--- config.mk ---
export PLATFORM = sky130hd
export DESIGN_NAME = dtc_term_ctrl
export DESIGN_NICKNAME = d
export VERILOG_FILES = /design/src/include/dtc_pkg.sv /design/src/dtc_hist.sv /design/src/dtc_term_ctrl.sv
export VERILOG_INCLUDE_DIRS = /design/src /design/src/include
export SDC_FILE = /design/constraint.sdc
export NUM_CORES = 1
export LEC_CHECK = 0
export BUFFER_PORTS_ARGS = -buffer_cell sky130_fd_sc_hd__buf_2
export CORE_MARGIN = 2
export CORE_UTILIZATION = 31
export DETAILED_ROUTE_END_ITERATION = 8
export PLACE_DENSITY_LB_ADDON = 0.1
export SLEW_MARGIN = 10
export SYNTH_ARGS = -nofsm -noshare
export SYNTH_HDL_FRONTEND = slang
export SYNTH_SLANG_ARGS = --single-unit
--- constraint.sdc ---
create_clock -name clk -period 18.1 [get_ports clk]
set_input_delay 1.81 -clock clk [delete_from_list [all_inputs] [get_ports clk]]
set_output_delay 1.81 -clock clk [all_outputs]
set_load 0.005 [all_outputs]
--- src/include/dtc_regs.svh ---
`ifndef DTC_REGS_SVH
`define DTC_REGS_SVH

// byte offsets on the register bus
`define DTC_OFS_CTRL        4'h0
`define DTC_OFS_LAT         4'h4
`define DTC_OFS_STATUS      4'h8

// control register fields
`define DTC_CTRL_DLL_OFF    0
`define DTC_CTRL_PRE2       1
`define DTC_CTRL_CRC        2
`define DTC_CTRL_WTSEL_LO   3
`define DTC_CTRL_WTSEL_HI   4
`define DTC_CTRL_MASK       32'h0000001F
`define DTC_CTRL_RST        32'h00000000

// latency register fields
`define DTC_LAT_CWL_LO      0
`define DTC_LAT_CWL_HI      5
`define DTC_LAT_AL_LO       8
`define DTC_LAT_AL_HI       13
`define DTC_LAT_PL_LO       16
`define DTC_LAT_PL_HI       19
`define DTC_LAT_MASK        32'h000F3F3F
`define DTC_LAT_RST         32'h00000009

// status register fields
`define DTC_STAT_SEL_LO     0
`define DTC_STAT_SEL_HI     1
`define DTC_STAT_TRANS      2
`define DTC_STAT_WR_LIVE    3

// write termination latencies in clocks
`define DTC_ON_SUB_PRE1     8'h02
`define DTC_ON_SUB_PRE2     8'h03
`define DTC_CHOP_P1_NOCRC   8'h04
`define DTC_CHOP_P1_CRC     8'h07
`define DTC_CHOP_P2_NOCRC   8'h05
`define DTC_CHOP_P2_CRC     8'h08
`define DTC_FULL_P1_NOCRC   8'h06
`define DTC_FULL_P1_CRC     8'h07
`define DTC_FULL_P2_NOCRC   8'h07
`define DTC_FULL_P2_CRC     8'h08

// asynchronous windows, longest figure in ns
`define DTC_CLK_PERIOD_NS   8
`define DTC_ASYNC_ON_MAX_NS  9
`define DTC_ASYNC_OFF_MAX_NS 9

`endif

--- src/include/dtc_pkg.sv ---
package dtc_pkg;

   typedef enum logic [1:0] {
      DTC_TERM_PARK,
      DTC_TERM_NOM,
      DTC_TERM_WR
   } dtc_term_t;

   typedef struct packed {
      logic        read;
      logic        write;
      logic [3:0]  address;
      logic [31:0] writedata;
      logic [3:0]  byteenable;
   } dtc_avs_req_t;

   typedef struct packed {
      logic        waitrequest;
      logic [31:0] readdata;
   } dtc_avs_rsp_t;

   typedef struct packed {
      logic write_cmd;
      logic chop4;
      logic term_pin;
   } dtc_link_t;

   typedef struct packed {
      dtc_term_t sel;
      logic      transitioning;
      logic      wr_window;
   } dtc_term_out_t;

   typedef struct packed {
      logic [31:0] ctrl;
      logic [31:0] lat;
      logic        waitreq;
      logic [31:0] rdata;
      logic [7:0]  wr_cnt;
      logic [7:0]  wr_on;
      logic [7:0]  wr_off;
      logic        wr_live;
      logic        sync1;
      logic        sync2;
      logic        async_lvl;
      logic [3:0]  async_cnt;
      dtc_term_t   sel;
      logic        trans;
      logic        wr_window;
   } dtc_state_t;

endpackage

--- src/dtc_hist.sv ---
`timescale 1ns/1ps
// history of the termination pin, read back at a chosen depth
module dtc_hist #(
   parameter int DEPTH = 128,
   parameter int TAPW  = $clog2(DEPTH)
) (
   input  wire logic            clk,
   input  wire logic            rst_b,
   input  wire logic            din,
   input  wire logic [TAPW-1:0] tap,
   output      logic            dout
);
   typedef struct packed {
      logic [DEPTH-1:0] hist;
      logic             out;
   } dtc_hist_state_t;

   dtc_hist_state_t s;
   dtc_hist_state_t nxt;

   always_comb begin
      nxt      = s;
      nxt.hist = {s.hist[DEPTH-2:0], din};
      nxt.out  = s.hist[tap];
   end

   always_ff @(posedge clk or negedge rst_b) begin
      if (!rst_b) begin
         s <= '0;
      end else begin
         s <= nxt;
      end
   end

   assign dout = s.out;
endmodule

--- src/dtc_term_ctrl.sv ---
// The placing of the registers and the Avalon-MM slave port were decided locally.
`timescale 1ns/1ps
`include "dtc_regs.svh"
// Operation
// - write termination starts write latency minus two, or three with long preamble
// - chop-four write ends termination 4, 7, 5 or 8 clocks after start
// - eight-beat write ends termination 6, 7, 7 or 8 clocks after start
// - with the delay-locked loop off, use asynchronous termination timing
// - asynchronous mode follows the pin without additive or parity latency
// - pin sampled high: leave park, reach nominal within the on window
// - pin sampled low: leave nominal, reach park within the off window
// - dynamic write termination only when a write-termination select bit is set
// - no dynamic write termination while the delay-locked loop is off
// - outside writes, pin low gives park, high gives nominal, direct latencies
module dtc_term_ctrl #(
   parameter int HIST_DEPTH = 128
) (
   input  wire logic                   clk,
   input  wire logic                   rst_b,
   input  wire dtc_pkg::dtc_avs_req_t  avs_req,
   output      dtc_pkg::dtc_avs_rsp_t  avs_rsp,
   input  wire dtc_pkg::dtc_link_t     link,
   output      dtc_pkg::dtc_term_out_t term_out
);
   import dtc_pkg::*;

   localparam int HIST_TAPW = $clog2(HIST_DEPTH);
   localparam int ASYNC_ON_RAW  = `DTC_ASYNC_ON_MAX_NS / `DTC_CLK_PERIOD_NS;
   localparam int ASYNC_OFF_RAW = `DTC_ASYNC_OFF_MAX_NS / `DTC_CLK_PERIOD_NS;
   // longest windows round down, never below one clock
   localparam int ASYNC_ON_CYC  = (ASYNC_ON_RAW < 1) ? 1 : ASYNC_ON_RAW;
   localparam int ASYNC_OFF_CYC = (ASYNC_OFF_RAW < 1) ? 1 : ASYNC_OFF_RAW;
   localparam logic [3:0] ASYNC_ON_CNT  = 4'(ASYNC_ON_CYC);
   localparam logic [3:0] ASYNC_OFF_CNT = 4'(ASYNC_OFF_CYC);
   localparam logic [7:0] HIST_MAX_TAP  = 8'(HIST_DEPTH - 1);

   dtc_state_t s;
   dtc_state_t nxt;

   logic                 dll_off;
   logic                 pre2;
   logic                 crc_on;
   logic [1:0]           wtsel;
   logic                 dyn_en;
   logic [7:0]           wr_lat;
   logic [7:0]           on_sub;
   logic [7:0]           on_lat;
   logic [7:0]           off_ext;
   logic [7:0]           off_lat;
   logic [7:0]           tap_raw;
   logic [HIST_TAPW-1:0] tap;
   logic                 nom_delayed;
   logic                 req;
   logic                 accept_wr;
   logic                 in_window;

   function automatic logic [31:0] dtc_be_merge(
      input logic [31:0] old_val,
      input logic [31:0] new_val,
      input logic [3:0]  be
   );
      logic [31:0] res;
      res = old_val;
      for (int i = 0; i < 4; i++) begin
         if (be[i]) begin
            res[i*8 +: 8] = new_val[i*8 +: 8];
         end
      end
      return res;
   endfunction

   // register fields and derived latencies
   always_comb begin
      dll_off = s.ctrl[`DTC_CTRL_DLL_OFF];
      pre2    = s.ctrl[`DTC_CTRL_PRE2];
      crc_on  = s.ctrl[`DTC_CTRL_CRC];
      wtsel   = s.ctrl[`DTC_CTRL_WTSEL_HI:`DTC_CTRL_WTSEL_LO];
      dyn_en  = (|wtsel) && !dll_off;
      wr_lat  = 8'(s.lat[`DTC_LAT_CWL_HI:`DTC_LAT_CWL_LO])
              + 8'(s.lat[`DTC_LAT_AL_HI:`DTC_LAT_AL_LO])
              + 8'(s.lat[`DTC_LAT_PL_HI:`DTC_LAT_PL_LO]);
      on_sub  = pre2 ? `DTC_ON_SUB_PRE2 : `DTC_ON_SUB_PRE1;
      // saturate: a latency below the preamble shrink is meaningless
      on_lat  = (wr_lat > on_sub) ? (wr_lat - on_sub) : 8'h01;
      if (link.chop4) begin
         unique case ({pre2, crc_on})
            2'b00:   off_ext = `DTC_CHOP_P1_NOCRC;
            2'b01:   off_ext = `DTC_CHOP_P1_CRC;
            2'b10:   off_ext = `DTC_CHOP_P2_NOCRC;
            default: off_ext = `DTC_CHOP_P2_CRC;
         endcase
      end else begin
         unique case ({pre2, crc_on})
            2'b00:   off_ext = `DTC_FULL_P1_NOCRC;
            2'b01:   off_ext = `DTC_FULL_P1_CRC;
            2'b10:   off_ext = `DTC_FULL_P2_NOCRC;
            default: off_ext = `DTC_FULL_P2_CRC;
         endcase
      end
      off_lat = on_lat + off_ext;
      // two register stages follow the tap, so tap two clocks short
      tap_raw = (on_lat > 8'h02) ? (on_lat - 8'h02) : 8'h00;
      if (tap_raw > HIST_MAX_TAP) begin
         tap_raw = HIST_MAX_TAP;
      end
      tap = tap_raw[HIST_TAPW-1:0];
   end

   dtc_hist #(
      .DEPTH (HIST_DEPTH),
      .TAPW  (HIST_TAPW)
   ) u_hist (
      .clk   (clk),
      .rst_b (rst_b),
      .din   (link.term_pin),
      .tap   (tap),
      .dout  (nom_delayed)
   );

   always_comb begin
      nxt       = s;
      req       = avs_req.read || avs_req.write;
      accept_wr = link.write_cmd && dyn_en;
      in_window = 1'b0;

      // bus slave: one wait cycle, then a one-cycle answer
      nxt.waitreq = 1'b1;
      if (req && s.waitreq) begin
         nxt.waitreq = 1'b0;
         nxt.rdata   = 32'h00000000;
         if (avs_req.read) begin
            unique case (avs_req.address)
               `DTC_OFS_CTRL:   nxt.rdata = s.ctrl;
               `DTC_OFS_LAT:    nxt.rdata = s.lat;
               `DTC_OFS_STATUS: begin
                  nxt.rdata[`DTC_STAT_SEL_HI:`DTC_STAT_SEL_LO] = s.sel;
                  nxt.rdata[`DTC_STAT_TRANS]                   = s.trans;
                  nxt.rdata[`DTC_STAT_WR_LIVE]                 = s.wr_live;
               end
               default:         nxt.rdata = 32'h00000000;
            endcase
         end
      end
      if (avs_req.write && !s.waitreq) begin
         unique case (avs_req.address)
            `DTC_OFS_CTRL: begin
               nxt.ctrl = dtc_be_merge(s.ctrl, avs_req.writedata, avs_req.byteenable)
                        & `DTC_CTRL_MASK;
            end
            `DTC_OFS_LAT: begin
               nxt.lat = dtc_be_merge(s.lat, avs_req.writedata, avs_req.byteenable)
                       & `DTC_LAT_MASK;
            end
            default: begin
            end
         endcase
      end

      // write window; latencies frozen at the command so later
      // register writes cannot stretch a window already running
      if (accept_wr) begin
         // count from the command edge so the switch lands on edge on_lat
         nxt.wr_cnt  = 8'h00;
         nxt.wr_live = 1'b1;
         nxt.wr_on   = on_lat;
         nxt.wr_off  = off_lat;
      end else if (s.wr_live) begin
         if (s.wr_cnt >= s.wr_off || dll_off) begin
            nxt.wr_live = 1'b0;
         end else begin
            nxt.wr_cnt = s.wr_cnt + 8'h01;
         end
      end
      in_window = nxt.wr_live && (nxt.wr_cnt >= nxt.wr_on) && (nxt.wr_cnt < nxt.wr_off);

      // pin synchroniser, only for the unlatched asynchronous path
      nxt.sync1 = link.term_pin;
      nxt.sync2 = s.sync1;
      if (s.sync2 != s.async_lvl) begin
         nxt.async_lvl = s.sync2;
         nxt.async_cnt = s.sync2 ? ASYNC_ON_CNT : ASYNC_OFF_CNT;
      end else if (s.async_cnt != 4'h0) begin
         nxt.async_cnt = s.async_cnt - 4'h1;
      end

      if (dll_off) begin
         nxt.sel       = nxt.async_lvl ? DTC_TERM_NOM : DTC_TERM_PARK;
         nxt.trans     = (nxt.async_cnt != 4'h0);
         nxt.wr_window = 1'b0;
      end else begin
         nxt.trans     = 1'b0;
         nxt.wr_window = in_window;
         if (in_window) begin
            nxt.sel = DTC_TERM_WR;
         end else if (nom_delayed) begin
            nxt.sel = DTC_TERM_NOM;
         end else begin
            nxt.sel = DTC_TERM_PARK;
         end
      end
   end

   always_ff @(posedge clk or negedge rst_b) begin
      if (!rst_b) begin
         s           <= '0;
         s.ctrl      <= `DTC_CTRL_RST;
         s.lat       <= `DTC_LAT_RST;
         s.waitreq   <= 1'b1;
         s.sel       <= DTC_TERM_PARK;
      end else begin
         s <= nxt;
      end
   end

   assign avs_rsp.waitrequest     = s.waitreq;
   assign avs_rsp.readdata        = s.rdata;
   assign term_out.sel            = s.sel;
   assign term_out.transitioning  = s.trans;
   assign term_out.wr_window      = s.wr_window;
endmodule

## Word-level counts from Yosys, hierarchy flattened

Cells that the tools add are included.

| word-level totals | value |
|---|---|
| bits in registers | 219 |
| bits in latches | 0 |
| memory bits (writable) | 0 |
| bits in read-only memories | 0 |
| bits of input ports | 47 |
| memories | 0 |

| cells by class | value |
|---|---|
| add/sub/neg operators | 7 |
| multipliers | 0 |
| divide/modulo/power cells | 0 |
| magnitude comparators | 7 |
| equality and inequality tests | 5 |
| shift-type cells | 0 |
| muxes and demuxes | 27 |
| bitwise operators | 0 |
| reductions and logical operators | 20 |

Operators with widths:

| cell | count |
|---|---|
| 8-bit 2-to-1 mux | 5 |
| 33-bit 2-to-1 mux | 1 |
| 16-bit one-hot mux with 2 select lines | 1 |
| 4-bit one-hot mux with 3 select lines | 2 |
| 20-bit 2-to-1 mux | 1 |
| 8-bit greater-or-equal comparator | 2 |
| 16-bit 2-to-1 mux | 1 |
| 4-bit 2-to-1 mux | 4 |
| 3-bit AND reduction | 4 |
| 7-bit by 4-bit adder with 8-bit output | 1 |
| 8-bit by 1-bit adder with 8-bit output, second input constant | 1 |
| 8-bit adder | 1 |
| 8-bit by 2-bit > comparator with 1-bit output | 1 |
| 8-bit by 2-bit > comparator with 1-bit output, second input constant | 1 |
| 8-bit by 7-bit > comparator with 1-bit output, second input constant | 1 |
| 7-bit by 8-bit less-than comparator with 1-bit output, second input constant | 1 |
| 8-bit less-than comparator | 1 |
| 1-bit 2-to-1 mux | 8 |
| 4-bit one-hot mux with 2 select lines | 1 |
| 4-bit nonzero test | 2 |
| 8-bit by 2-bit subtractor with 8-bit output | 1 |
| 8-bit by 2-bit subtractor with 8-bit output, second input constant | 1 |
| 6-bit by 6-bit adder with 7-bit output | 1 |
| 1-bit binary-select mux with 7-bit select | 1 |
| 14 further kinds | 22 |

## Logic depth before layout (Yosys ltp)

Gate-level depths: netlist (run 1).

| depth | value |
|---|---|
| depth in word-level cells | 11 |
| depth in mapped cells | 30 |
| mapped depth without buffers | 29 |

## By module

Synthesis (run 1) repeated with hierarchy kept, for this count alone.

| unflattened totals | value |
|---|---|
| cell total of the unflattened synthesis | 736 |
| area total of the unflattened synthesis | 9520.4 um2 |

By module, submodules not included:

| module | instances | cells an instance | area an instance (um2) | sequential area each (um2) |
|---|---|---|---|---|
| dtc_term_ctrl | 1 | 518 | 5154.9 | 1830.5 |
| dtc_hist | 1 | 218 | 4365.4 | 3228.1 |

## Worst setup path after synthesis (run 1)

Ideal clock, no wire load.

| timing path | value |
|---|---|
| kind | reg2reg |
| start | register s[70] (netlist bit) |
| end | register s, in the netlist term_out[2] |
| library setup time | 0.128 ns |
| data arrival time | 5.625 ns |
| slack | 12.347 ns |
| cell stages (with the launch flop) | 31 |
| path buffers | 2 |
| clock period less this slack | 5.753 ns |
| cell sequence | dfrtp_1 -> inv_1 -> fa_1 -> inv_1 -> ha_1 -> inv_1 -> fa_1 -> nand2b_1 -> a21oi_1 -> xnor2_1 -> o2111ai_1 -> clkbuf_1 -> clkbuf_1 -> o21ai_0 -> inv_1 -> ha_1 -> a21oi_1 -> nor2b_1 -> o21bai_1 -> xor2_1 -> nand2_1 -> a21boi_0 -> ha_1 -> a21o_1 -> a21o_1 -> a221oi_1 -> o221a_2 -> nand2_1 -> a21o_1 -> nand3_1 -> o21ai_0 |

RTL lines:

| element | RTL line | text |
|---|---|---|
| from (decl) | dtc_term_ctrl.sv:37 | `dtc_state_t s;` |
| from (signal assigned) | dtc_term_ctrl.sv:211 | `s <= nxt;` |

==> run_results.csv, run 1 <==
group,metric,value,unit
timing,relSlewSlack,0.2305,
detailed_routing,post-route-drc-count,0,
cts,cts-root-buf,"clkbuf_16",
cts,cts_buffers,17,
setup_path,cp-start-kind,"flop",
synthesis,yosysWarnings,0,
layout,final-instance-count-excl-fill,1240,
setup_path,slowest_stage,"fa_1",
synthesis,synth_edf_count,0,
layout,nets,932,
global_route,met1_usage,0.1965,
synthesis,synthesis.area,9379,µm²
setup_path,required,18.40,ns
detailed_routing,num_vias,6137,
synthesis,async_reset_ff_frac,1.000,
cts,clkSinkCount,200,
setup_path,arrival,6.80,ns
place,dp_hpwl,14450,µm
floorplanning,start_util,0.3156,
global_route,grt_util_met2,0.2224,
layout,final_core_util,0.3524,
cts,cts_tree,"built",
synthesis,ys_types,74,
timing,final_hold_viol_count,0,
global_route,grt_usage,0.1397,
global_route,top_usage_layer,"met2",
cts,postCtsResizedCells,0,
global_route,antenna_found_initial,0,
synthesis,synth_ff_type,"dfrtp_1",
synthesis,syn_area_per_cell,11.58,µm²
min_path,hold_class,"flop to flop",
synthesis,synth_cells,810,
synthesis,ys_seq_elements,200,
setup_path,cp-end-kind,"flop",
detailed_routing,routed_wl,21240,µm
pwr,peakVddDrop,0.0002061,V
global_route,grt_pass1_wl,34480,µm
layout,fillers,2956,
floorplanning,dieHeight,177.9,µm
detailed_routing,firstDrtPassIters,4,
timing,skew,0.01190,ns
timing,tightestPinTransition,1.154,ns
timing,fmax,153.9,MHz
layout,fin_area,10470,µm²
timing,drv_slew,0,
setup_path,critPathKind,"flop to flop",
floorplanning,die-area,31660,µm²
pwr,powerDensity,199.9,nW/µm²
setup_path,crit_family,"compound AO/OA/AOI/OAI gates",
layout,area_growth,11.67,%
detailed_routing,ant_nets,0,
timing,finalSetupViolCount,0,
detailed_routing,routedWlPerCell,17.13,µm
timing,worst_slack,11.60,ns
job,maxCapViolCount,0,
floorplanning,die_x,177.9,µm
global_route,grt_start_max_net_pins,119,
place,placed_area,9833,µm²
floorplanning,rows,63,
setup_path,crit_fanout,20,
synthesis,ys_seq_area_frac,0.5340,
cts,clkTransAtPathRegs,0.08,ns
pwr,p_leak,5.045,nW
place,pre_cts_slack,11.55,ns
place,portBuffers,50,
cts,cts-htree-levels,4,
timing,setup_tns,0,ns
timing,min_period_over_period,0.3589,
place,dpl.cell_count,1208,
layout,num_antenna_cells,0,
cts,hold_buffers,0,
cts,ctsLongestPathBuffers,2,
floorplanning,core-area,29720,µm²
detailed_routing,vias_per_cell,4.949,
layout,layout-drive-gt1-share,0.1588,
global_route,first_global_vias,6247,
setup_path,cp_num_buf_inv,4,
global_route,grt_util_met3,0.02442,
cts,clock_latency,0.44,ns
timing,period_minus_slack,6.496,ns
detailed_routing,drtIter0Drc,255,
place,place.gp.congestion,0.7750,
floorplanning,io_pins,84,
setup_path,slowest_delay,0.42,ns
timing,rsz0062_at_grt,"no",
outcome,status,"finished clean",
global_route,gr-total-overflow,0,
cts,postCtsSetupBuffers,0,
kinds of logic after synthesis:
| kind of cell | count (synthesis) | synth area share |
|---|---|---|
| flops | 200 | 0.5340 |
| simple gates | 190 | 0.09952 |
| compound gates | 181 | 0.1461 |
| buf+inv | 107 | 0.06136 |
| mux | 64 | 0.07110 |
| fa+ha+maj | 49 | 0.06910 |
| xor+xnor | 18 | 0.01841 |
| other cells | 1 | 0.0003998 |
registers in the layout (all words and copies together), names as in the netlist:
name,flops
s,48
term_out,3
avs_rsp,17
u_hist.s,1
u_hist.nxt,127
crc_on,1
dll_off,1
u_hist.dout,1
pre2,1
worst register-to-register path: cells and delay by family (launching register included):
family	cells	cell delay, ns
simple gates	6	0.80
fa+ha+maj	6	2.09
compound gates	11	2.16
flops	1	0.40
buf+inv	4	0.53
xor+xnor	2	0.41
cells in the mapped netlist, types with 7 or more instances:
cell        n  share of area
clkbuf_1   16         0.0064
nand2_1    83          0.033
dfrtp_1   197           0.53
mux2_2     21          0.025
o21ai_0    30          0.016
nand4_1     8         0.0053
ha_1       43          0.057
a21boi_0    9         0.0072
a22o_1     16          0.015
mux2i_1    43          0.046
nor3_1      8         0.0043
nand3_1    11         0.0059
buf_4      38          0.030
a221oi_1    7         0.0065
nand2b_1    7         0.0047
a21o_1     16          0.013
nor2_1     28          0.011
and2_1      7         0.0047
o221ai_1   20          0.019
xnor2_1     8         0.0075
inv_1      42          0.017
buf_2       7         0.0037
nor2b_1     7         0.0047
xor2_1      8         0.0075
a21oi_1    26          0.014
routing by layer:
metal / wire, µm / share of wire
met1: 10290 / 0.48
met4: 269 / 0.013
met3: 540 / 0.025
met2: 10140 / 0.48
met5: 0 / 0
final cells by class:
type | instances | area (µm²) | share of cell area
multi-input combinational | 518 | 3871 | 0.3696
inverter | 42 | 157.7 | 0.01505
tap | 390 | 488.0 | 0.04659
clock inverter | 14 | 200.2 | 0.01911
timing repair buffer | 58 | 319.1 | 0.03046
clock buffer | 18 | 429.2 | 0.04097
sequential | 200 | 5009 | 0.4782
report_power, final:
part,internal [mW],switching [mW],total (mW)
registers,0.488,0.0305,0.518
clock network,0.202,0.193,0.395
logic,0.416,0.764,1.18
total,1.11,0.988,2.09
per-stage QoR:
| step | hold WS, ns | power [mW] |
|---|---|---|
| 2_1_floorplan | 0.3478 | 1.394 |
| 3_3_place_gp | 0.3551 | 1.702 |
| 3_5_place_dp | 0.3573 | 1.707 |
| 4_1_cts | 0.3758 | 2.114 |
| 5_1_grt | 0.3833 | 2.267 |
| 6_report | 0.3738 | 2.094 |
cell usage in the layout (no fill, tap or decap), types with 4 or more instances in the layout:
master	Yosys	routed
o21ai_0	30	30
ha_1	43	43
a21oi_1	26	26
mux2i_1	43	43
nor3_1	8	8
nor2_1	28	28
or3_1	4	4
a21boi_0	9	9
nand2b_1	7	7
o22ai_1	6	6
o211ai_1	5	5
nand3_1	11	11
xor2_1	8	8
clkbuf_16	0	17
nor4_1	4	4
a22o_1	16	16
fa_1	5	5
buf_4	38	8
xnor2_1	8	8
o221ai_1	20	20
nand2_1	83	83
a31oi_1	6	6
dfrtp_1	197	197
nand4_1	8	8
inv_1	42	42
a21o_1	16	15
clkinv_8	0	6
nor2b_1	7	7
buf_2	7	49
o21a_1	5	5
conb_1	1	16
and2_1	7	7
a221oi_1	7	7
mux2_2	21	21
path summary, 6_finish.rpt:
check	endpoint	slack, ns	cells after the start	start
hold / removal	u_hist.nxt[121]	0.37	0	u_hist.nxt[120]
hold reg to reg	u_hist.nxt[121]	0.37	0	u_hist.nxt[120]
setup / recovery	term_out[2]	11.60	29	s[78]
max in group asynchronous	u_hist.nxt[48]	14.92	2	rst_b
min in group asynchronous	s[16]	1.45	1	rst_b
setup reg to reg	term_out[2]	11.60	29	s[78]
No activity file was read; power rests on OpenSTA's default activity.
==> run 2, diff against run 1 <==
Clock period 18.1 ns to 5.4 ns, I/O delays scaled along.
==> run 2 against run 1 <==
  * Clock skew hardly changed
  * Global-route usage grew 0.75 points
  * Largest cell class unchanged
  * Total power rose to 3.9 times the previous value
  * Critical endpoint is now u_hist.dout
  * Hold slack lost 0.22 ns
  * Register-to-register slack got worse by 11 ns
  * Count of clock-buffer cells in the layout did not move
  * Cell count rose by 7.5%
==> run_results.csv, run 2 (synthesized netlist as in run 1, its figures left out) <==
group,metric,value,unit
outcome,status,"finished clean",
timing,holdWs,0.1557,ns
setup_path,reg2reg_setup_slack,0.20,ns
floorplanning,die-area,31660,µm²
floorplanning,start_util,0.3156,
cts,clkSinkCount,200,
floorplanning,rows,63,
detailed_routing,num_vias,6475,
layout,layout_commonest_cell,"dfrtp_1",
timing,period_minus_slack,5.203,ns
detailed_routing,vias_per_cell,4.857,
timing,rsz0062_at_grt,"yes",
setup_path,critPathKind,"flop to flop",
floorplanning,io_pins,84,
floorplanning,core-area,29720,µm²
min_path,hold_class,"primary input to async pin",
detailed_routing,firstDrtPassIters,4,
timing,relSlewSlack,0.3973,
timing,drv_slew,0,
layout,largest_reg_flops,127,
cts,cts_tree,"built",
place,dp_hpwl,15630,µm
global_route,grt_usage,0.1472,
detailed_routing,routed_wl,22200,µm
global_route,first_global_vias,6977,
layout,num_antenna_cells,0,
detailed_routing,post-route-drc-count,0,
setup_path,crit_fanout,6,
layout,layout-drive-gt1-share,0.2895,
setup_path,required,5.78,ns
timing,tightestPinTransition,0.8958,ns
cts,cts_buffers,17,
global_route,grt_pass1_wl,36540,µm
cts,cts-htree-levels,4,
floorplanning,die_x,177.9,µm
layout,final_core_util,0.3858,
global_route,antenna_found_initial,0,
pwr,powerDensity,714.6,nW/µm²
timing,finalSetupViolCount,0,
setup_path,cp-end-kind,"flop",
layout,mostFrequentLayoutCells,"dfrtp_1, buf_4, nand2_1",
place,portBuffers,50,
floorplanning,dieHeight,177.9,µm
cts,clkTransAtPathRegs,0.09,ns
pwr,peakVddDrop,0.0006240,V
setup_path,arrival,5.58,ns
timing,skew,0.01209,ns
cts,clock_latency,0.44,ns
global_route,gr-total-overflow,0,
job,maxCapViolCount,0,
cts,cts-root-buf,"clkbuf_16",
pwr,p_leak,5.587,nW
cts,ctsLongestPathBuffers,2,
timing,fmax,192.2,MHz
detailed_routing,drtIter0Drc,237,
setup_path,cp-start-kind,"flop",
global_route,grt_start_max_net_pins,106,
place,place.gp.congestion,0.7866,
pwr,power,8.193,mW
timing,min_period_over_period,0.9636,
timing,final_hold_viol_count,0,
layout,nets,1025,
detailed_routing,ant_nets,0,
layout,area_growth,22.25,%
detailed_routing,routedWlPerCell,16.65,µm
==> run 2: cell types whose count changed in the layout (fill, tap and decap cells not counted), moves of 4 or more <==
cell	previous run	this run
a21oi_1	26	21
inv_2	0	6
buf_12	0	4
ha_2	0	5
buf_6	0	4
ha_1	43	36
inv_1	42	36
buf_4	8	93
==> run 2: worst paths after layout <==
check,from,end,cells after the start
max reg2reg,s[86],u_hist.dout,24
max in group asynchronous,rst_b,avs_rsp[11],2
max,s[86],u_hist.dout,24
min reg2reg,u_hist.nxt[39],u_hist.nxt[40],0
min,rst_b,s[16],1
min in group clk,link[0],u_hist.nxt[2],1
==> run 2: final cells by class <==
| type | instances | area (µm²) |
|---|---|---|
| well taps | 390 | 488.0 |
| flip-flops and latches | 200 | 5009 |
| fillers | 2878 | 18250 |
| repair buffers | 151 | 1082 |
| multi-input cells | 518 | 4101 |
| inverters | 42 | 157.7 |
| clock inverters | 14 | 188.9 |
| clock buffers | 18 | 439.2 |
==> run 2: worst max-delay path, stage by stage (launching register included) <==
cell and delay, ns:
dfrtp_1 0.37, inv_2 0.04, fa_1 0.46, inv_1 0.07, ha_2 0.19, inv_2 0.04, fa_2 0.36, nand2b_4 0.17
a21oi_4 0.18, buf_4 0.13, buf_4 0.10, xor2_1 0.09, or4b_4 0.55, a21boi_4 0.27, buf_4 0.21, nand3b_1 0.23
buf_4 0.16, o311ai_2 0.12, or2_4 0.32, a2111oi_4 0.33, nor4_1 0.12, nand3_2 0.10, o22ai_1 0.09, a311oi_1 0.28
buf_4 0.16
==> run 2: power by group <==
group | leakage (nW) | internal (mW) | total (mW) | switching [mW]
clock | 0.304 | 0.654 | 1.33 | 0.680
sequential | 2.62 | 1.64 | 1.74 | 0.104
combinational | 2.66 | 2.33 | 5.12 | 2.79
==> run 2: routing by layer <==
metal  wire length [µm]  vias to the layer above  GRT usage
li1                   -                     3090          -
met1              10550                     3270     0.1992
met2              10750                       91     0.2426
met3                570                       24    0.02356
met4                332                        0    0.04406
met5                  0                        -          0
==> run 2: through the flow <==
stage | cells | area (µm²) | worst slack [ns] | TNS, ns
5_1_grt | 1333 | 11470 | -0.06127 | -0.1029
3_5_place_dp | 1282 | 10480 | -0.1925 | -0.3909
2_1_floorplan | 825 | 9494 | 0.02434 | 0
6_report | 1333 | 11470 | 0.1968 | 0
4_1_cts | 1324 | 11240 | 0.0003202 | 0
3_3_place_gp | 1282 | 10480 | -0.1254 | -0.2805
==> run 2: timing repair <==
action	4_1_cts	5_1_grt
resized for setup	14	40
pin swaps	9	27
buffers inserted	10	9
hold buffers	0	0
endpoints found under the setup margin	3	3
